[config.mk]
export PLATFORM = sky130hd
export DESIGN_NAME = immediate_ack_header_codec
export DESIGN_NICKNAME = d
export VERILOG_FILES = /design/src/include/imm_ack_pkg.sv /design/src/design/immediate_ack_header_codec.sv
export SDC_FILE = /design/constraint.sdc
export NUM_CORES = 1
export LEC_CHECK = 0
export ABC_AREA = 1
export BUFFER_PORTS_ARGS = -buffer_cell sky130_fd_sc_hd__buf_2
export CAP_MARGIN = 20
export CORE_ASPECT_RATIO = 0.8
export CORE_UTILIZATION = 45
export CTS_CLUSTER_DIAMETER = 80
export CTS_CLUSTER_SIZE = 28
export DETAILED_ROUTE_END_ITERATION = 8
export PLACE_DENSITY = 0.77
export REMOVE_ABC_BUFFERS = 1
export SYNTH_ARGS = -nofsm -noshare
export SYNTH_HDL_FRONTEND = slang
export SYNTH_SLANG_ARGS = --single-unit
[constraint.sdc]
create_clock -name clk -period 4 [get_ports clk]
set_input_delay 0.8 -clock clk [delete_from_list [all_inputs] [get_ports clk]]
set_output_delay 0.8 -clock clk [all_outputs]
set_load 0.05 [all_outputs]
[src/include/imm_ack_pkg.sv]
package imm_ack_pkg;

	// ****************************************
	// register map (byte addresses)
	// ****************************************
	localparam logic [11:0] CTRL_OFS     = 12'h000;
	localparam logic [11:0] NODE_OFS     = 12'h004;
	localparam logic [11:0] STATUS_OFS   = 12'h008;
	localparam logic [11:0] HDR_LO_OFS   = 12'h00C;
	localparam logic [11:0] HDR_HI_OFS   = 12'h010;

	localparam logic [31:0] CTRL_RST     = 32'h0000_0000;
	localparam logic [31:0] NODE_RST     = 32'h0000_0000;
	localparam int          CTRL_BAND_LSB = 0;
	localparam int          CTRL_SEL_BIT  = 2;
	localparam int          NODE_IDENTIFIER_LSB   = 0;
	localparam int          NODE_SEQ_LSB  = 8;
	localparam int          NODE_TPR_LSB  = 16;
	localparam int          HDR_HI_W      = 30;

	// ****************************************
	// header codes
	// ****************************************
	localparam logic [1:0] PHY_TYPE_ACK  = 2'h3;
	localparam logic [1:0] SUB_MULTI     = 2'h0;
	localparam logic [1:0] SUB_SINGLE    = 2'h1;
	localparam logic [1:0] SUB_EXT       = 2'h2;
	localparam logic [1:0] TPREQ_ADVICE  = 2'h3;

	typedef enum logic [1:0] {
		european_band,
		us_band_one,
		us_band_full,
		us_band_two
	} bandplan_t;

	typedef struct packed {
		logic [24:0] rsvd_hi;
		logic [6:0]  ext_advice;
		logic        link_quality_flag;
		logic [6:0]  seg_map;
		logic        ack_flag;
		logic        ack_kind;
		logic [7:0]  llc_frame_seq_num;
		logic [5:0]  ack_dest_node_bits;
		logic [1:0]  rsvd_lo;
		logic [1:0]  sub_type;
		logic [1:0]  phy_type;
	} ack_hdr_t;

	typedef struct packed {
		logic        ack_request;
		logic        ack_kind_req;
		logic [1:0]  tx_param_request;
		logic [11:0] node_identifier;
		logic [7:0]  llc_frame_seq_num;
		logic [7:0]  seg_ok;
		logic        checksum_ok;
		logic        link_change;
		logic [6:0]  tx_param_partial_advice;
	} ack_req_t;

	typedef struct packed {
		logic        match;
		logic        ack_kind;
		logic        ack_flag;
		logic [6:0]  seg_map;
		logic [6:0]  tx_param_partial_advice;
		logic        rate_up;
		logic        more_redundancy;
	} ack_info_t;

endpackage

[src/design/immediate_ack_header_codec.sv]
// Summary of operation
// sub-type field 00 multi-segment, 01 single, 10 extended, 11 reserved.
// acknowledgement goes out as header-only frame type 3.
// destination field holds six low bits of requester node identifier.
// sequence field copies the acknowledged unit's llc frame sequence number.
// kind bit 0 means whole unit, 1 means selective.
// selective request without capability answers whole unit with kind 0.
// whole-unit flag is 1 only if all segments and checksum good.
// selective flag reports only the first segment after the header.
// selective map holds segment two onward, 1 good, 0 errored.
// kind 0 without advice request sends map zero; receiver ignores it.
// european/us_band_one with request 11 put advice in map bits.
// in advice case flag covers whole unit; requester sent kind 0.
// link quality flag 1 recommends a change of parameters.
// quality flag means rate up if all good, else more redundancy.
// us_band_full/us_band_two carry seven-bit advice after quality flag.
// reserved bits sent zero and ignored on reception.
// receiver matches six node bits and sequence number of pending frame.
// acknowledgement emitted only when request bit is 1.
// acknowledgement destination equals requester source address.
// header word built one cycle after request, with valid strobe.
module immediate_ack_header_codec
	import imm_ack_pkg::*;
(
	input  wire logic        clk,
	input  wire logic        rstn,
	input  wire logic        psel,
	input  wire logic        penable,
	input  wire logic        pwrite,
	input  wire logic [11:0] paddr,
	input  wire logic [31:0] pwdata,
	output logic      [31:0] prdata,
	output logic             pready,
	output logic             pslverr,
	input  wire logic        req_valid,
	input  wire ack_req_t    req,
	output logic             hdr_valid,
	output ack_hdr_t         hdr,
	input  wire logic        rx_valid,
	input  wire ack_hdr_t    rx_hdr,
	output logic             info_valid,
	output ack_info_t        info
);

	// ****************************************
	// reset release
	// ****************************************
	logic rst_meta_r;
	logic rst_n_r;

	always_ff @(posedge clk or negedge rstn) begin
		if (!rstn) begin
			rst_meta_r <= 1'b0;
			rst_n_r    <= 1'b0;
		end else begin
			rst_meta_r <= 1'b1;
			rst_n_r    <= rst_meta_r;
		end
	end

	// ****************************************
	// registers
	// ****************************************
	logic [31:0] ctrl_r;
	logic [31:0] node_r;
	logic [15:0] tx_cnt_r;
	logic [15:0] rx_cnt_r;
	logic [31:0] prdata_r;
	logic        pslverr_r;
	logic        wr_en;
	logic        setup;
	logic        mapped;
	logic [31:0] rd_nxt;
	bandplan_t   band;
	logic        sel_capable;
	logic [5:0]  own_id;
	logic [7:0]  pend_seq;
	logic [1:0]  pend_tpreq;

	assign setup       = psel && !penable;
	assign wr_en       = psel && penable && pwrite;
	assign pready      = 1'b1;
	assign prdata      = prdata_r;
	assign pslverr     = pslverr_r && psel && penable;
	assign band        = bandplan_t'(ctrl_r[CTRL_BAND_LSB +: 2]);
	assign sel_capable = ctrl_r[CTRL_SEL_BIT];
	assign own_id      = node_r[NODE_IDENTIFIER_LSB +: 6];
	assign pend_seq    = node_r[NODE_SEQ_LSB +: 8];
	assign pend_tpreq  = node_r[NODE_TPR_LSB +: 2];

	always_comb begin
		mapped = 1'b1;
		rd_nxt = 32'h0000_0000;
		unique case (paddr)
			CTRL_OFS:   rd_nxt = {29'h0, ctrl_r[2:0]};
			NODE_OFS:   rd_nxt = {14'h0, node_r[17:0]};
			STATUS_OFS: rd_nxt = {rx_cnt_r, tx_cnt_r};
			HDR_LO_OFS: rd_nxt = hdr[31:0];
			HDR_HI_OFS: rd_nxt = {2'h0, hdr[61:32]};
			default:    mapped = 1'b0;
		endcase
	end

	always_ff @(posedge clk or negedge rst_n_r) begin
		if (!rst_n_r) begin
			prdata_r  <= 32'h0000_0000;
			pslverr_r <= 1'b0;
		end else if (setup) begin
			prdata_r  <= pwrite ? 32'h0000_0000 : rd_nxt;
			pslverr_r <= !mapped;
		end
	end

	always_ff @(posedge clk or negedge rst_n_r) begin
		if (!rst_n_r) begin
			ctrl_r <= CTRL_RST;
			node_r <= NODE_RST;
		end else if (wr_en) begin
			if (paddr == CTRL_OFS) begin
				ctrl_r <= {29'h0, pwdata[2:0]};
			end
			if (paddr == NODE_OFS) begin
				node_r <= {14'h0, pwdata[17:0]};
			end
		end
	end

	// ****************************************
	// encoder
	// ****************************************
	logic     advice_case;
	logic     sel_eff;
	logic     whole_ok;
	logic     long_band;
	ack_hdr_t hdr_nxt;

	assign long_band   = (band == us_band_full) || (band == us_band_two);
	assign advice_case = !long_band && (req.tx_param_request == TPREQ_ADVICE);
	assign sel_eff     = req.ack_kind_req && sel_capable && !advice_case;
	assign whole_ok    = (&req.seg_ok) && req.checksum_ok;

	always_comb begin
		hdr_nxt                    = '0;
		hdr_nxt.phy_type           = PHY_TYPE_ACK;
		hdr_nxt.sub_type           = SUB_MULTI;
		hdr_nxt.ack_dest_node_bits = req.node_identifier[5:0];
		hdr_nxt.llc_frame_seq_num  = req.llc_frame_seq_num;
		hdr_nxt.ack_kind           = sel_eff;
		hdr_nxt.ack_flag           = sel_eff ? req.seg_ok[0] : whole_ok;
		if (advice_case) begin
			hdr_nxt.seg_map = req.tx_param_partial_advice;
		end else if (sel_eff) begin
			hdr_nxt.seg_map = req.seg_ok[7:1];
		end else begin
			hdr_nxt.seg_map = 7'h00;
		end
		hdr_nxt.link_quality_flag = req.link_change;
		if (long_band) begin
			hdr_nxt.ext_advice = req.tx_param_partial_advice;
		end
	end

	always_ff @(posedge clk or negedge rst_n_r) begin
		if (!rst_n_r) begin
			hdr_valid <= 1'b0;
		end else begin
			hdr_valid <= req_valid && req.ack_request;
		end
	end

	always_ff @(posedge clk or negedge rst_n_r) begin
		if (!rst_n_r) begin
			hdr <= '0;
		end else if (req_valid && req.ack_request) begin
			hdr <= hdr_nxt;
		end
	end

	always_ff @(posedge clk or negedge rst_n_r) begin
		if (!rst_n_r) begin
			tx_cnt_r <= 16'h0000;
		end else if (req_valid && req.ack_request) begin
			tx_cnt_r <= tx_cnt_r + 16'h0001;
		end
	end

	// ****************************************
	// decoder
	// ****************************************
	logic      rx_match;
	logic      rx_all_good;
	logic      rx_adv_case;
	ack_info_t info_nxt;

	assign rx_match = (rx_hdr.phy_type == PHY_TYPE_ACK) && (rx_hdr.sub_type == SUB_MULTI)
		&& (rx_hdr.ack_dest_node_bits == own_id)
		&& (rx_hdr.llc_frame_seq_num == pend_seq);
	assign rx_adv_case = !long_band && (pend_tpreq == TPREQ_ADVICE);
	assign rx_all_good = rx_hdr.ack_flag && (!rx_hdr.ack_kind || (&rx_hdr.seg_map));

	always_comb begin
		info_nxt          = '0;
		info_nxt.match    = rx_match;
		info_nxt.ack_kind = rx_hdr.ack_kind && !rx_adv_case;
		info_nxt.ack_flag = rx_hdr.ack_flag;
		if (info_nxt.ack_kind) begin
			info_nxt.seg_map = rx_hdr.seg_map;
		end
		if (rx_adv_case) begin
			info_nxt.tx_param_partial_advice = rx_hdr.seg_map;
		end else if (long_band) begin
			info_nxt.tx_param_partial_advice = rx_hdr.ext_advice;
		end
		info_nxt.rate_up         = rx_hdr.link_quality_flag && rx_all_good;
		info_nxt.more_redundancy = rx_hdr.link_quality_flag && !rx_all_good;
	end

	always_ff @(posedge clk or negedge rst_n_r) begin
		if (!rst_n_r) begin
			info_valid <= 1'b0;
			info       <= '0;
		end else begin
			info_valid <= rx_valid;
			if (rx_valid) begin
				info <= info_nxt;
			end
		end
	end

	always_ff @(posedge clk or negedge rst_n_r) begin
		if (!rst_n_r) begin
			rx_cnt_r <= 16'h0000;
		end else if (rx_valid && rx_match) begin
			rx_cnt_r <= rx_cnt_r + 16'h0001;
		end
	end

endmodule

[Word-level counts from Yosys, hierarchy flattened]
Cells that the tools add are included.
Storage, ports and cells
  bits in registers: 141
  output and inout bits: 117
  word-level logic and storage cells: 83
Operators by class
  $add $sub $neg: 2
  equal/unequal tests: 11
  multiplexer cells: 10
  reductions and logical operators: 35
Operators by type and width (number)
  $pmux W32 S5: 1
  $mux W7: 6
  $add A16 B1 Y16 const B: 2
  $mux W32: 1
  $eq A12 B4 Y1 const B: 2
  $logic_and A1 B1 Y1: 19
  $eq A12 B3 Y1 const B: 1
  $eq A12 B5 Y1 const B: 1
  $logic_not A12 Y1: 1
  $eq A2 B2 Y1 const B: 5
  $eq A8 B8 Y1: 1
  $reduce_and A8 Y1: 1
  $logic_not A1 Y1: 7
  $reduce_and A7 Y1: 1
  $eq A6 B6 Y1: 1
  $reduce_or A5 Y1: 1
  $reduce_and A2 Y1: 2
  $logic_not A2 Y1: 1
  $logic_or A1 B1 Y1: 2
  $mux W1: 2

[Depth between registers and ports, before layout]
Gate-level depths: netlist of run 1.
  depth after elaboration: 8
  depth in mapped cells: 11

[Worst setup path before layout of run 1]
No wires, ideal clock.
  path kind: input port to output port
  from: in psel
  to: out pslverr
  arrival: 1.480 ns
  required time: 3.200 ns
  slack: 1.720 ns
  stages: 2
  path buffers: 0
  cells stage by stage: nand2_1 nor2_1
Between the ends
  longest elaborated chain between the ends: 2
Ends and longest elaborated chain
  start, declared: RTL line immediate_ack_header_codec.sv:27  | input wire logic psel,
  $logic_and A1 B1 Y1 (2 in series): RTL line immediate_ack_header_codec.sv:84  | assign pslverr = pslverr_r && psel && penable;
  end, declared: RTL line immediate_ack_header_codec.sv:34  | output logic pslverr,
Every way passes these cells.

[Worst setup path after layout of run 1]
  from: in paddr[9]
  to: reg prdata_r[0] (netlist: prdata[0])
Between the ends
  longest elaborated chain between the ends: 3
Ends and longest elaborated chain
  start, declared: RTL line immediate_ack_header_codec.sv:30  | input wire logic [11:0] paddr,
  $eq A12 B5 Y1, or another cell as far along: RTL line immediate_ack_header_codec.sv:94  | unique case (paddr)
  $pmux W32 S5 *: RTL line immediate_ack_header_codec.sv:94
  $mux W32 *: RTL line immediate_ack_header_codec.sv:109  | prdata_r <= pwrite ? 32'h0000_0000 : rd_nxt;
  end signal, assigned: RTL line immediate_ack_header_codec.sv:109
  end, declared: RTL line immediate_ack_header_codec.sv:68  | logic [31:0] prdata_r;
Mark *: on every way between the ends. The rest lies on a longest branch, timed or not.
A chain may end at the register's enable or synchronous reset.

==> run summary, run 1 <==
outcome = finished clean
number of setup buffers added after CTS = 0
effective utilization at floorplan = 0.466
clock tree sinks = 141
final setup fails = 0
Die H = 117 um
placed standard-cell area = 0.00842 mm2
layout net count = 1,340
Syn-to-layout area delta = 20.7%
largest net degree at the start of global routing = 62
Clock Tree Root = sky130_fd_sc_hd__clkbuf_16
share of synthesized area occupied by flip-flops and latches = 0.473
total of hold buffers inserted after clock tree synthesis = 0
final period demand of the worst path = 2.64 ns
overall overflow remaining after global route = 0
Final Instance Count excl. Fillers = 1,411
DRT Wirelength = 20,400 um
CTS tree = built
count of flip-flops with a built-in enable after synthesis = 0
count of synthesis-stage warnings from yosys = 0
final instance area = 0.00900 mm2
sequential cell area in the final layout = 0.00353 mm2
Max Root-Sink Buffers = 2
fraction of power spent switching nets = 0.312
clock-pin slew on the worst setup and hold paths = 0.06 ns
Slew Limit Fails = 0
die extent in x = 146 um
Synth area leaders = sky130_fd_sc_hd__dfrtp_1 47%, sky130_fd_sc_hd__nand2_1 20%, sky130_fd_sc_hd__nand3_1 5.6%, sky130_fd_sc_hd__inv_1 4.5%, sky130_fd_sc_hd__nor2_1 4.0%
kind of critical path = input pin to register
via density per instance = 5.03
die footprint = 0.0171 mm2
top_reg_cell synth = sky130_fd_sc_hd__dfrtp_1
PortBufs = 193
Worst IR Drop VDD = 296 uV
category of the worst setup path capture point = register
average footprint of a synthesized cell = 7.46 um2
class of the most critical hold timing path = input pin to asynchronous set/reset pin
Final Skew = 0.00772 ns
1st-pass router iterations = 5
initial antenna violation count = 1
WHS = 0.148 ns
standby leakage power = 5.00 nW
all-layer global routing usage = 0.250
worst slack after detailed placement = 0.938 ns
fraction of post-synthesis cell area in the top cell type by area = 0.473
arrival time of data at the critical path endpoint = 2.99 ns
DRC violations left = 0
area of the mapped netlist = 0.00745 mm2
first-pass GRT wire length = 32,800 um
# fillers = 1,512
relative contribution of combinational cells to total power = 0.162
net switching power = 1.15 mW
number of buffers created by CTS = 17
final weighted congestion in routability-driven placement = 0.913
sum of internal, switching and leakage power = 3.69 mW
worst-path fanout max = 38
number of global-route vias before repair = 6,471
Pwr per Cell Area = 410 mW/mm2
crit start category = input pin
IO Count = 271
Max Clock Freq = 379 MHz
Final Hold Violating Endpoints = 0
number of DRC violations after detailed-routing iteration 0 = 517
final period utilization = 0.659
number of inserted diodes = 0
HPWL after detailed placement = 14,800 um
Clock H-tree levels = 4
ratio of cells with drive above 1 in the final layout = 0.214
via count = 7,096
DP Cell Count = 1,379
Clock Latency Late Sink = 0.42 ns
total of flip-flops plus latches after synthesis = 141
library cell with the largest summed area after synthesis = sky130_fd_sc_hd__dfrtp_1
Slew headroom = 0.383
synthesized instance count = 999
core box area = 0.0160 mm2
area of the multi-input gates = 0.00325 mm2
routed length per instance = 14.5 um
final setup margin = 1.36 ns
number of maximum-capacitance constraint violations = 0
post-synth cell types = 37
cell internal pwr = 2.54 mW
ys async rst share = 1.00
number of placement rows = 41
Final ANT Viol Nets = 0
clock power share = 0.403
Worst Tran Pin Value = 0.924 ns
RSZ-0062 raised after global routing = false
sequential cell fraction of total power = 0.435
post-cts repair resize count = 0
required time of the critical path = 4.36 ns
-- through the flow --
stage,util,setup TNS [ns]
floorplan,-,-30.50
global placement,0.526,0
detailed placement,0.526,0
CTS,0.560,0
global route,0.562,0
finish,0.562,0
-- layer usage --
metal | wire (um) | GRT usage | vias to the layer above
li1 | - | - | 3450
met1 | 9610 | 0.351 | 3302
met2 | 8730 | 0.385 | 308
met3 | 1670 | 0.0585 | 34
met4 | 380 | 0.0758 | 2
met5 | 13 | 0 | -
-- registers in the layout, summed over array words and instances, names as in the netlist --
name and cells:
ctrl_r 3, hdr 32, hdr_valid 1, info 19, info_valid 1, node_r 18
prdata 32, pslverr_r 1, rst_meta_r 1, rst_n_r 1, rx_cnt_r 16, tx_cnt_r 16
-- critical path, cell delays in order --
cell and delay (ns):
sky130_fd_sc_hd__buf_2 0.09, sky130_fd_sc_hd__nor2_1 0.13, sky130_fd_sc_hd__nand2_2 0.11, sky130_fd_sc_hd__nor2_4 0.13
sky130_fd_sc_hd__buf_4 0.41, sky130_fd_sc_hd__nand2_1 0.19, sky130_fd_sc_hd__a21boi_4 0.76, sky130_fd_sc_hd__o21ai_0 0.25
sky130_fd_sc_hd__nand2_1 0.11
-- final timing paths --
check,startpoint,end,slack (ns),cells past startpoint
max,paddr[9],prdata[0],1.36,9
min,rstn,rst_n_r,0.15,1
max reg2reg,ctrl_r[1],hdr[25],2.22,4
min reg2reg,rst_meta_r,rst_n_r,0.35,0
max in group asynchronous,rst_n_r,info[3],2.54,1
min in group clk,rst_meta_r,rst_n_r,0.35,0
-- cell families (layout without fill, tap and decap cells) --
group	Yosys count	count (layout)	share of synthesized area
AO/OA/AOI/OAI	80	80	0.0599
XOR/XNOR	16	16	0.0188
adder cells (fa/ha/maj)	2	2	0.00336
buffers and inverters	156	324	0.105
flip-flops	141	141	0.473
other	2	31	0.00101
AND/OR/NAND/NOR	602	602	0.339
-- layout by cell type (no fill, tap or decap), types with 5 or more instances in the layout --
cell                        instances
sky130_fd_sc_hd__o21ai_1           11
sky130_fd_sc_hd__nor2_1            80
sky130_fd_sc_hd__conb_1            31
sky130_fd_sc_hd__inv_1             90
sky130_fd_sc_hd__nor2_2             9
sky130_fd_sc_hd__nand3_1           83
sky130_fd_sc_hd__dfrtp_1          140
sky130_fd_sc_hd__buf_2            193
sky130_fd_sc_hd__nand4_1           22
sky130_fd_sc_hd__o21ai_0           28
sky130_fd_sc_hd__o221ai_1           7
sky130_fd_sc_hd__xor2_1            10
sky130_fd_sc_hd__clkbuf_16         17
sky130_fd_sc_hd__clkinv_2           5
sky130_fd_sc_hd__a21oi_1           30
sky130_fd_sc_hd__buf_4              6
sky130_fd_sc_hd__xnor2_1            6
sky130_fd_sc_hd__nand2_1          390
-- cells in the mapped netlist (2+ instances only) --
master / count
sky130_fd_sc_hd__o221ai_1: 7
sky130_fd_sc_hd__xor2_1: 10
sky130_fd_sc_hd__buf_4: 34
sky130_fd_sc_hd__nand2_2: 3
sky130_fd_sc_hd__dfrtp_1: 141
sky130_fd_sc_hd__ha_1: 2
sky130_fd_sc_hd__xnor2_1: 6
sky130_fd_sc_hd__buf_2: 10
sky130_fd_sc_hd__nand2_1: 390
sky130_fd_sc_hd__o21ai_0: 28
sky130_fd_sc_hd__nor2_1: 80
sky130_fd_sc_hd__nor3_1: 2
sky130_fd_sc_hd__nor3_2: 2
sky130_fd_sc_hd__o21ai_1: 11
sky130_fd_sc_hd__nand4_1: 22
sky130_fd_sc_hd__and3_1: 2
sky130_fd_sc_hd__clkbuf_1: 12
sky130_fd_sc_hd__conb_1: 2
sky130_fd_sc_hd__buf_6: 7
sky130_fd_sc_hd__inv_1: 90
sky130_fd_sc_hd__nor2_4: 2
sky130_fd_sc_hd__a21oi_1: 30
sky130_fd_sc_hd__nand3_2: 2
sky130_fd_sc_hd__nand3_1: 83
sky130_fd_sc_hd__nor2_2: 9
-- final cells by class --
| class | instances | area share |
|---|---|---|
| Timing Repair Buffer | 200 | 0.115 |
| Multi-Input combinational cell | 731 | 0.362 |
| Tap cell | 215 | 0.0299 |
| Sequential cell | 141 | 0.393 |
| Clock buffer | 20 | 0.0508 |
| Clock inverter | 11 | 0.0106 |
| Inverter | 93 | 0.0391 |
-- power by group through the flow --
| stage | logic (mW) | clock network [mW] | registers, mW |
|---|---|---|---|
| after detailed placement | 0.598 | 0 | 1.63 |
| final | 0.598 | 1.49 | 1.60 |
| after global placement | 0.590 | 0 | 1.63 |
| after floorplan | 0.223 | 0 | 1.81 |
| after global routing | 0.645 | 1.57 | 1.62 |
| after CTS | 0.600 | 1.51 | 1.60 |
(Power assumes the default switching activity.)
==> run 2, diff against run 1 <==
Clock period 4 ns to 2.1 ns, I/O delays scaled along.
==> run summary, run 2 (synthesized netlist as in run 1, its figures left out) <==
Max Root-Sink Buffers = 2
core box area = 0.0160 mm2
final period utilization = 0.827
CP max stage cell = sky130_fd_sc_hd__dfrtp_1
Final Instance Count excl. Fillers = 1,425
Die H = 117 um
final instance area = 0.00917 mm2
Slew Limit Fails = 0
largest net degree at the start of global routing = 79
PortBufs = 193
number of placement rows = 41
DP Cell Count = 1,393
number of setup buffers added after CTS = 0
most frequent cells in the layout = 390 x sky130_fd_sc_hd__nand2_1, 193 x sky130_fd_sc_hd__buf_2, 140 x sky130_fd_sc_hd__dfrtp_1
Clock Latency Late Sink = 0.42 ns
ratio of cells with drive above 1 in the final layout = 0.222
utilization after layout = 0.573
Final ANT Viol Nets = 0
Final Skew = 0.00728 ns
Clock H-tree levels = 4
category of the worst setup path capture point = register
number of maximum-capacitance constraint violations = 0
effective utilization at floorplan = 0.466
clock-pin slew on the worst setup and hold paths = 0.06 ns
clock tree sinks = 141
via count = 7,145
via density per instance = 5.01
all-layer global routing usage = 0.255
Syn-to-layout area delta = 23.0%
overall overflow remaining after global route = 0
first-pass GRT wire length = 33,700 um
number of global-route vias before repair = 6,667
routed length per instance = 14.4 um
number of DRC violations after detailed-routing iteration 0 = 519
Slew headroom = 0.607
final weighted congestion in routability-driven placement = 0.923
Worst IR Drop VDD = 475 uV
kind of critical path = register to register
number of inserted diodes = 0
RSZ-0062 raised after global routing = false
arrival time of data at the critical path endpoint = 2.06 ns
final period demand of the worst path = 1.74 ns
Pwr per Cell Area = 792 mW/mm2
class of the most critical hold timing path = input pin to register
cell breakdown of the critical path = nor2_1 -> inv_1 -> nand4_1 -> o221ai_1
DRC violations left = 0
initial antenna violation count = 1
layout net count = 1,354
required time of the critical path = 2.42 ns
worst-path fanout max = 12
die footprint = 0.0171 mm2
CTS tree = built
die extent in x = 146 um
number of buffers created by CTS = 17
crit start category = register
Max Clock Freq = 576 MHz
DRT Wirelength = 20,600 um
worst stage delay on the critical path = 0.66 ns
most common library cell in the layout ignoring fill and taps = sky130_fd_sc_hd__nand2_1
placed standard-cell area = 0.00856 mm2
Worst Tran Pin Value = 0.589 ns
1st-pass router iterations = 5
HPWL after detailed placement = 15,100 um
standby leakage power = 5.10 nW
outcome = finished clean
post-cts repair resize count = 0
final setup fails = 0
Clock Tree Root = sky130_fd_sc_hd__clkbuf_16
IO Count = 271
sum of internal, switching and leakage power = 7.26 mW
Final Hold Violating Endpoints = 0
## run 2: cell types whose count changed in the layout (fill, tap and decap cells not counted)
cell                            before  now
sky130_fd_sc_hd__inv_6               0    1
sky130_fd_sc_hd__buf_12              0    3
sky130_fd_sc_hd__clkinvlp_4          3    0
sky130_fd_sc_hd__buf_4               6   17
sky130_fd_sc_hd__buf_16              1    0
sky130_fd_sc_hd__bufinv_16           1    3
sky130_fd_sc_hd__dlygate4sd3_1       0    1
## run 2: power by group
part / leakage (nW) / internal, mW / switching, mW
logic: 3.03 / 0.291 / 0.896
clock network: 0.300 / 1.92 / 1.12
registers: 1.77 / 2.89 / 0.152
## run 2: worst max-delay path: cells and delay by family, from the launching register on
family / cells / cell delay [ns]
DFF: 1 / 0.66
buffers and inverters: 1 / 0.23
AOI/OAI and AO/OA: 1 / 0.28
and+or+nand+nor: 2 / 0.47
## run 2: final cells by class
type	instances	area [um2]
fillers	1466	6840
flip-flops and latches	141	3530
multi-input cells	731	3250
repair buffers	214	1160
clock buffers	20	457
inverters	93	352
well taps	215	269
clock inverters	11	141
## run 2: repair_timing
item                       4_1_cts  5_1_grt
setup endpoints to repair        0        0
hold buffers                     1        0
hold endpoints to repair         2        0
## run 2: metal layers
| metal | wire (um) | global-route usage | vias to the layer above |
|---|---|---|---|
| met5 | 13 | 0 | - |
| met4 | 371 | 0.0884 | 2 |
| met3 | 1830 | 0.0682 | 29 |
| met2 | 9020 | 0.396 | 331 |
| met1 | 9320 | 0.348 | 3306 |
| li1 | - | - | 3477 |
## run 2: per-stage QoR
stage          TNS (ns)  setup slack [ns]  hold slack (ns)
2_1_floorplan   -299.81             -2.12            0.124
3_3_place_gp          0             0.282            0.208
3_5_place_dp          0             0.229            0.209
4_1_cts               0             0.415            0.179
5_1_grt               0             0.226            0.192
6_report              0             0.363            0.194
## run 2: path summary, 6_finish.rpt
path,from,end,slack [ns],cells past startpoint
worst max-delay path,ctrl_r[1],hdr[25],0.36,4
worst min-delay path,req[18],hdr[13],0.19,3
worst max register to register,ctrl_r[1],hdr[25],0.36,4
worst min register to register,rst_n_r,hdr[0],0.33,1
max in group asynchronous,rst_n_r,node_r[15],1.37,1
min in group asynchronous,rstn,rst_meta_r,0.31,2
